## config.mk

```make
export PLATFORM = sky130hd
export DESIGN_NAME = bcsl_regs
export DESIGN_NICKNAME = d
export VERILOG_FILES = /design/src/rtl/bcsl_pkg.sv /design/src/rtl/bcsl_debounce.sv /design/src/rtl/bcsl_regs.sv
export SDC_FILE = /design/constraint.sdc
export NUM_CORES = 1
export LEC_CHECK = 0
export BUFFER_PORTS_ARGS = -buffer_cell sky130_fd_sc_hd__clkbuf_2
export CORE_ASPECT_RATIO = 0.7
export CORE_MARGIN = 10
export CORE_UTILIZATION = 40
export DETAILED_ROUTE_END_ITERATION = 16
export SLEW_MARGIN = 20
export SYNTH_ARGS = -nofsm -noshare
export SYNTH_HDL_FRONTEND = slang
export SYNTH_HIERARCHICAL = 1
export SYNTH_SLANG_ARGS = --single-unit
```

## constraint.sdc

```tcl
create_clock -name clock -period 10 [get_ports clock]
set_input_delay 1 -clock clock [delete_from_list [all_inputs] [get_ports clock]]
set_output_delay 1 -clock clock [all_outputs]
set_load 0.02 [all_outputs]
```

## src/rtl/bcsl_pkg.sv

```systemverilog
// Package: offsets, field positions, reset values and timing for the slot/link/product-data bank
package bcsl_pkg;

  // Register byte offsets inside configuration space
  localparam logic [7:0]  OFS_SLOT_STATUS = 8'hC8;
  localparam logic [7:0]  OFS_PHY_CFG0    = 8'hCC;
  localparam logic [7:0]  OFS_PHY_CFG1    = 8'hD0;
  localparam logic [7:0]  OFS_PHY_CFG2    = 8'hD4;
  localparam logic [7:0]  OFS_PD_CONTROL  = 8'hD8;
  localparam logic [7:0]  OFS_PD_DATA     = 8'hDC;

  // Slot status field position (seven flags from bit 16)
  localparam int          SLOT_LSB        = 16;
  localparam int          SLOT_LATCH_CHG  = 2;      // Index inside the seven flags
  localparam int          SLOT_LATCH_ST   = 5;

  // First link register: reset value and writable bits
  localparam logic [31:0] PHY_CFG0_RESET  = 32'h0400_1060;
  localparam logic [31:0] PHY_CFG0_WMASK  = 32'hFFFF_1FFF;
  // Second link register
  localparam logic [31:0] PHY_CFG1_RESET  = 32'h0400_0271;
  localparam logic [31:0] PHY_CFG1_WMASK  = 32'hFFFF_03FF;
  // Third link register, low 24 bits (clock recovery 54h, exit latencies 2h and 19h)
  localparam logic [23:0] PHY_CFG2_RESET  = 24'h19_0254;
  localparam logic [23:0] PHY_CFG2_WMASK  = 24'h7F_7FFF;
  localparam logic [7:0]  DEBOUNCE_RESET  = 8'h00;

  // Product-data capability header
  localparam logic [7:0]  PD_CAP_ID       = 8'h03;
  localparam logic [7:0]  PD_NEXT_CAP     = 8'hF0;
  localparam int          PD_ADDR_LSB     = 18;
  localparam int          PD_OP_BIT       = 31;
  localparam logic [7:0]  PD_EEPROM_BASE  = 8'h40;

  // One millisecond time base at a 40 ns clock
  localparam int          CLK_PERIOD_NS   = 40;
  localparam int          MS_TIME_NS      = 1000000;
  localparam int          MS_CYCLES       = MS_TIME_NS / CLK_PERIOD_NS;

  // Product-data cycle sequencer
  typedef enum logic [2:0]
  {
    PD_IDLE  = 3'b001,
    PD_READ  = 3'b010,
    PD_WRITE = 3'b100
  } bcsl_pd_e;

endpackage : bcsl_pkg

```

## src/rtl/bcsl_debounce.sv

```systemverilog
// Hot-swap switch debouncer with a millisecond time base
`timescale 1ns/100ps
module bcsl_debounce #(
  parameter int MS_CYCLES = bcsl_pkg::MS_CYCLES
) (
  input  wire logic       clock,
  input  wire logic       rstN,
  input  wire logic       rawLevel,
  input  wire logic [7:0] limitMs,
  output logic            stable,
  output logic            changed
);

  localparam int TW = $clog2(MS_CYCLES + 1);

  // Tick counter must span at least two cycles
  if (MS_CYCLES < 2)
  begin : g_chk
    $error("MS_CYCLES too small");
  end

  typedef struct packed {
    logic [TW-1:0] tick;    // Cycles inside the current millisecond
    logic [8:0]    msCount; // Whole milliseconds the new level has held
    logic          level;   // Accepted switch level
    logic          pulse;   // One-cycle change report
  } bcsl_dbn_s;

  bcsl_dbn_s st;
  bcsl_dbn_s next_st;

  ////////////////////////////////////////////////////////////////////////////
  // Next state
  always_comb
  begin
    next_st       = st;
    next_st.pulse = 1'b0;
    if (rawLevel == st.level)
    begin
      // Any bounce back restarts the whole wait
      next_st.tick    = '0;
      next_st.msCount = '0;
    end
    else if (st.tick == TW'(MS_CYCLES - 1))
    begin
      next_st.tick    = '0;
      next_st.msCount = st.msCount + 9'h001;
      if (st.msCount == {1'b0, limitMs})
      begin
        next_st.level   = rawLevel;
        next_st.pulse   = 1'b1;
        next_st.msCount = '0;
      end
    end
    else
    begin
      next_st.tick = st.tick + TW'(1);
    end
  end

  ////////////////////////////////////////////////////////////////////////////
  // State register
  always_ff @(posedge clock or negedge rstN)
  begin
    if (!rstN)
      st <= '0;
    else
      st <= next_st;
  end

  assign stable  = st.level;
  assign changed = st.pulse;

endmodule : bcsl_debounce

```

## src/rtl/bcsl_regs.sv

```systemverilog
// Configuration bank: slot status, link tuning, switch debounce and product-data capability
`timescale 1ns/100ps
// Functional notes
// - Seven slot flags in bits 16-22, reset zero
// - Link register zero: enables, counts, L1 timer
// - Link register one resets to 04000271h
// - Clock recovery counted in FTS sets, 54h
// - Debounce field writable only with hot swap
// - Debounce time is field plus one ms
// - Product_data_cap_id 03h, next pointer F0h
// - Operation bit zero starts EEPROM read
// - Read holds bit zero, then sets one
// - Operation bit one starts EEPROM write
// - Write holds bit one, then clears
// - Data LSB is addressed byte, EEPROM +40h
module bcsl_regs #(
  parameter int MS_CYCLES = bcsl_pkg::MS_CYCLES
) (
  input  wire logic        clock,
  input  wire logic        nrst,
  // Configuration access port
  input  wire logic [7:0]  cfgAddr,
  input  wire logic        cfgRead,
  input  wire logic        cfgWrite,
  input  wire logic [3:0]  cfgByteEn,
  input  wire logic [31:0] cfgWdata,
  output logic [31:0]      cfgRdata,
  output logic             cfgRvalid,
  // Hot-plug status sources
  input  wire logic        hotSwapEnable,
  input  wire logic        hotSwapSwitch,
  input  wire logic        slotButton,
  input  wire logic        slotPowerFault,
  input  wire logic        slotPresenceChanged,
  input  wire logic        slotCmdDone,
  input  wire logic        slotPresence,
  // Tuning words toward the link state machine
  output logic [31:0]      phyCfg0,
  output logic [31:0]      phyCfg1,
  output logic [23:0]      phyCfg2,
  // EEPROM cycle port
  output logic             eeReq,
  output logic             eeWrite,
  output logic [7:0]       eeAddr,
  output logic [31:0]      eeWdata,
  input  wire logic        eeDone,
  input  wire logic [31:0] eeRdata
);

  typedef struct packed {
    logic [31:0]        rdata;    // Registered read answer
    logic               rvalid;   // Read answer strobe
    logic [6:0]         slot;     // Slot status flags
    logic [31:0]        cfg0;     // Link register zero
    logic [31:0]        cfg1;     // Link register one
    logic [23:0]        cfg2;     // Link register two
    logic [7:0]         dbnc;     // Switch debounce setting
    logic [5:0]         pdAddr;   // Product-data word address
    logic               pdOp;     // Direction and completion flag
    bcsl_pkg::bcsl_pd_e pdState;  // Cycle sequencer
    logic [31:0]        pdData;   // Product-data data word
    logic               eeReq;    // Cycle start pulse
    logic               eeWrite;  // Cycle direction
    logic [7:0]         eeAddr;   // EEPROM byte address
  } bcsl_regs_s;

  bcsl_regs_s st;
  bcsl_regs_s next_st;
  logic       rstSync1;           // First reset synchroniser stage
  logic       rstN;               // Released reset for the whole block
  logic       swStable;           // Debounced switch level
  logic       swChanged;          // Debounced change pulse
  logic [7:0] wordAddr;           // Access address, word aligned
  logic       wrHit;              // Write strobe

  ////////////////////////////////////////////////////////////////////////////
  // Reset release through two flops
  always_ff @(posedge clock or negedge nrst)
  begin
    if (!nrst)
    begin
      rstSync1 <= 1'b0;
      rstN     <= 1'b0;
    end
    else
    begin
      rstSync1 <= 1'b1;
      rstN     <= rstSync1;
    end
  end

  ////////////////////////////////////////////////////////////////////////////
  // Switch debouncer, paced by the debounce setting
  bcsl_debounce #(
    .MS_CYCLES (MS_CYCLES)
  ) u_debounce (
    .clock     (clock),
    .rstN      (rstN),
    .rawLevel  (hotSwapSwitch),
    .limitMs   (st.dbnc),
    .stable    (swStable),
    .changed   (swChanged)
  );

  // Byte-lane merge of a write under a writable-bit mask
  function automatic logic [31:0] merge(input logic [31:0] old, input logic [31:0] wd,
                                        input logic [3:0] be, input logic [31:0] mask);
    logic [31:0] lanes;
    lanes = {{8{be[3]}}, {8{be[2]}}, {8{be[1]}}, {8{be[0]}}} & mask;
    return (old & ~lanes) | (wd & lanes);
  endfunction : merge

  assign wordAddr = {cfgAddr[7:2], 2'b00};
  assign wrHit    = cfgWrite;

  ////////////////////////////////////////////////////////////////////////////
  // Next state: register writes, reads and the EEPROM sequencer
  always_comb
  begin
    next_st        = st;
    next_st.rvalid = 1'b0;
    next_st.eeReq  = 1'b0;

    next_st.slot[0] = slotButton;
    next_st.slot[1] = slotPowerFault;
    next_st.slot[3] = slotPresenceChanged;
    next_st.slot[4] = slotCmdDone;
    next_st.slot[6] = slotPresence;
    next_st.slot[bcsl_pkg::SLOT_LATCH_ST] = swStable;

    // Writing one clears the latch-changed flag
    if (wrHit && wordAddr == bcsl_pkg::OFS_SLOT_STATUS && cfgByteEn[2] && cfgWdata[18])
      next_st.slot[bcsl_pkg::SLOT_LATCH_CHG] = 1'b0;
    if (swChanged)
      next_st.slot[bcsl_pkg::SLOT_LATCH_CHG] = 1'b1;

    if (wrHit)
    begin
      case (wordAddr)
        bcsl_pkg::OFS_PHY_CFG0:
          next_st.cfg0 = merge(st.cfg0, cfgWdata, cfgByteEn, bcsl_pkg::PHY_CFG0_WMASK);
        bcsl_pkg::OFS_PHY_CFG1:
          next_st.cfg1 = merge(st.cfg1, cfgWdata, cfgByteEn, bcsl_pkg::PHY_CFG1_WMASK);
        bcsl_pkg::OFS_PHY_CFG2:
        begin
          // clock recovery and latencies
          // Upper lane belongs to the debounce field, so only the low 24 bits are kept
          next_st.cfg2 = 24'(merge({8'h00, st.cfg2}, cfgWdata, cfgByteEn,
                                   {8'h00, bcsl_pkg::PHY_CFG2_WMASK}));
          if (hotSwapEnable && cfgByteEn[3])
            next_st.dbnc = cfgWdata[31:24];
        end
        bcsl_pkg::OFS_PD_CONTROL:
        begin
          if (st.pdState == bcsl_pkg::PD_IDLE)
          begin
            if (cfgByteEn[2])
              next_st.pdAddr = cfgWdata[bcsl_pkg::PD_ADDR_LSB +: 6];
            if (cfgByteEn[3])
            begin
              next_st.pdOp    = cfgWdata[bcsl_pkg::PD_OP_BIT];
              next_st.eeReq   = 1'b1;
              next_st.eeWrite = cfgWdata[bcsl_pkg::PD_OP_BIT];
              next_st.eeAddr  = {(cfgByteEn[2] ? cfgWdata[bcsl_pkg::PD_ADDR_LSB +: 6] : st.pdAddr), 2'b00}
                                + bcsl_pkg::PD_EEPROM_BASE;
              next_st.pdState = cfgWdata[bcsl_pkg::PD_OP_BIT] ? bcsl_pkg::PD_WRITE
                                                              : bcsl_pkg::PD_READ;
            end
          end
        end
        bcsl_pkg::OFS_PD_DATA:
          next_st.pdData = merge(st.pdData, cfgWdata, cfgByteEn, 32'hFFFF_FFFF);
        default:
          next_st.cfg0 = st.cfg0; // Unmapped or read-only word: no effect
      endcase
    end

    // Completion of the running EEPROM cycle
    case (st.pdState)
      bcsl_pkg::PD_IDLE:
        next_st.pdState = next_st.pdState;
      bcsl_pkg::PD_READ:
        if (eeDone)
        begin
          next_st.pdOp    = 1'b1;
          next_st.pdData  = eeRdata;
          next_st.pdState = bcsl_pkg::PD_IDLE;
        end
      bcsl_pkg::PD_WRITE:
        if (eeDone)
        begin
          next_st.pdOp    = 1'b0;
          next_st.pdState = bcsl_pkg::PD_IDLE;
        end
      default:
        next_st.pdState = bcsl_pkg::PD_IDLE;
    endcase

    // Read answer one cycle after the request
    if (cfgRead)
    begin
      next_st.rvalid = 1'b1;
      case (wordAddr)
        bcsl_pkg::OFS_SLOT_STATUS: next_st.rdata = {9'h000, st.slot, 16'h0000};
        bcsl_pkg::OFS_PHY_CFG0:    next_st.rdata = st.cfg0;
        bcsl_pkg::OFS_PHY_CFG1:    next_st.rdata = st.cfg1;
        bcsl_pkg::OFS_PHY_CFG2:    next_st.rdata = {st.dbnc, st.cfg2};
        bcsl_pkg::OFS_PD_CONTROL:  next_st.rdata = {st.pdOp, 7'h00, st.pdAddr, 2'b00,
                                                    bcsl_pkg::PD_NEXT_CAP, bcsl_pkg::PD_CAP_ID};
        bcsl_pkg::OFS_PD_DATA:     next_st.rdata = st.pdData;
        default:                   next_st.rdata = 32'h0000_0000;
      endcase
    end
  end

  ////////////////////////////////////////////////////////////////////////////
  // State register with documented reset values
  always_ff @(posedge clock or negedge rstN)
  begin
    if (!rstN)
    begin
      st         <= '0;
      st.cfg0    <= bcsl_pkg::PHY_CFG0_RESET;
      st.cfg1    <= bcsl_pkg::PHY_CFG1_RESET;
      st.cfg2    <= bcsl_pkg::PHY_CFG2_RESET;
      st.dbnc    <= bcsl_pkg::DEBOUNCE_RESET;
      st.pdState <= bcsl_pkg::PD_IDLE;
    end
    else
    begin
      st <= next_st;
    end
  end

  // Outputs straight from state flops
  assign cfgRdata  = st.rdata;
  assign cfgRvalid = st.rvalid;
  assign phyCfg0   = st.cfg0;
  assign phyCfg1   = st.cfg1;
  assign phyCfg2   = st.cfg2;
  assign eeReq     = st.eeReq;
  assign eeWrite   = st.eeWrite;
  assign eeAddr    = st.eeAddr;
  assign eeWdata   = st.pdData;

endmodule : bcsl_regs

```

==> metrics.txt <==
number of distinct library cells after synthesis 54; Antenna Nets Post-Route 0; Crit path largest cell delay approximately 0.72 ns; GPL Wtd Cong 0.822; Post-synth top flop dfrtp_1; max layer used met4; Post-Syn Instances ~940; MaxCap Viol Count 0; GRT overflow 0; initial core utilization 40.5%; vias in the first global route 7464; die area 0.0329 mm^2; Synth area leader dfrtp_1; row count 49; Lkg Pwr 5.57 nW; Metal-1 WL 13.8 mm; post-layout min period around 3.0 ns; DRT Pass-1 Iters 5; clock tree buffer depth 3; Ys Warns 6; clk_lat worst skew 0.51 ns; worst-path maximum fanout 31; Clk pin slew, worst setup/hold paths 0.06 ns; area delta synth->final 10.7%; final hold vios 0; Die Height 155 um; power density over the cells about 180 mW/mm^2; pin count of the biggest net entering global routing 62; first-pass GRT wire length 46.6 mm; Synth top cells by count 185 x dfrtp_1, 161 x buf_4, 96 x mux2_2; flops & latches, synth around 200; Mean Syn Cell Area 11.0 um^2; Startpoint Class primary input; status finished clean; WS Path Type in -> reg; worst clock skew 0.00907 ns; clock net sink count 203; reg-to-reg setup timing slack around 7.6 ns; post-synthesis cell area about 0.010 mm^2; H-Tree Level Count 1; hold crit path type in -> async; number of synthesized flops with an enable pin 0; cts bufs inserted 23; Slew HR ~28%; RSZ-0062 raised after global routing no; Final Power 2.03 mW; top-level I/O count ~250; Setup TNS Final 0 ns; CTS tree built; fraction of layout cells with a size suffix above 1 between 30% and 40%; vias between 7000 and 8000; most frequent cell after synthesis dfrtp_1; DRT iter0 DRCs 418; total core area between 0.02 and 0.03 mm^2; Critical Path End Type register; post-DR wirelength/cell around 22 um; Slowest cell on crit path nor2b_1; Buf+Inv Stages, Crit Path 2; worst path arrival time 3.39 ns; sequential-to-total area share from yosys stat around half; GRT Total Usage approximately 18%; FMAX 333 MHz; critical path's top delay family simple AND/OR/NAND/NOR gates; routed length on met2 13.8 mm; CP cell instances clkbuf_2 -> nor2b_1 -> and3_1 -> buf_4 -> nor2b_1 -> mux2_2; Die X 212 um; Tightest Pin Transition 1.07 ns; cts repair resizes 0; CTS Hold Buffers Added 0; postcts setup bufs 0; Period Utilization, post-route 30.0%; # DRC 0; max-slew violations 0; top cells by area, synth dfrtp_1 45%, buf_4 12%, mux2_2 10%; WP data required 10.39 ns; Port Buffers 235; Peak VDD IR 0.000122 V; final setup vio count 0; Post-layout nets 1107; initial antenna violation count 1; met3 routed WL 2.13 mm; cell mode on critical path nor2b_1; Routed WL 30.4 mm; clk root buf clkbuf_16; Synth top area share around 45%; Async SR Flop Fraction 100%; post-DP HPWL 21.3 mm; drt via density 5.25
==> kinds of logic (layout without fill, tap and decap cells) <==
family | after synthesis | after routing | share of synthesized area, %
buf+inv | 212 | 290 | 13.7
flops | 203 | 203 | 49.2
simple gates | 190 | 190 | 9.44
compound gates | 170 | 170 | 10.9
mux | 135 | 135 | 14.2
xor+xnor | 27 | 27 | 2.28
fa+ha+maj | 2 | 2 | 0.241
other cells | 2 | 15 | 0.0724
==> report_power, final <==
part	internal, mW	switching, mW	total, mW
clock	0.525	0.342	0.867
combinational	0.0858	0.156	0.242
sequential	0.877	0.0444	0.921
==> routing by layer <==
metal / global-route usage [%] / vias up
met1: 24.8 / 3572
li1: - / 3324
met3: 4.32 / 44
met2: 27.8 / 216
met4: 4.07 / 0
met5: 0 / -
==> layout make-up <==
class / instances / area [um^2]
Antenna cell: 1 / 2.50
Sequential cell: 203 / 5110
Clock buffer: 35 / 691
Fill cell: 2459 / 14100
Clock inverter: 4 / 73.8
Inverter: 7 / 26.3
Timing Repair Buffer: 244 / 1240
Multi-Input combinational cell: 538 / 3920
Tap cell: 331 / 414
==> stage by stage <==
step / utilization [%] / area, um^2 / worst slack, ns / instances / hold WS (ns)
final: 44.8 / 11500 / 7.00 / 1363 / 0.274
after global routing: 44.8 / 11500 / 6.88 / 1363 / 0.257
after CTS: 44.7 / 11500 / 6.94 / 1362 / 0.252
after detailed placement: 41.8 / 10700 / 6.39 / 1323 / 0.337
after global placement: 41.8 / 10700 / 6.43 / 1323 / 0.337
after floorplan: - / 10400 / 3.96 / 953 / 0.331
==> layout by cell type (no fill, tap or decap), drive strengths merged, types with 18 or more instances in the layout <==
| cell type | synthesis | layout |
|---|---|---|
| a221oi | 28 | 28 |
| a21oi | 47 | 47 |
| mux2i | 39 | 39 |
| dfrtp | 185 | 185 |
| clkbuf | 32 | 270 |
| nor2 | 42 | 42 |
| mux2 | 96 | 96 |
| and3 | 19 | 19 |
| a22oi | 20 | 20 |
| dfstp | 18 | 18 |
| nand2 | 59 | 59 |
| nand3 | 20 | 20 |
| o21ai | 40 | 40 |
==> worst paths after layout <==
kind	startpoint	end	cells after the start
worst max register to register	st[42]$_DFF_PN1_	st[47]$_DFFE_PN0P_	3
worst min-delay path	nrst	rstN$_DFF_PN0_	1
min in group clock	rstSync1$_DFF_PN0_	rstN$_DFF_PN0_	0
worst max-delay path	cfgAddr[4]	register	6
max in group asynchronous	rstN$_DFF_PN0_	async pin	2
worst min register to register	rstN$_DFF_PN0_	eeAddr[5]$_DFFE_PN0P_	0
No activity file was read; power rests on OpenSTA's default activity.
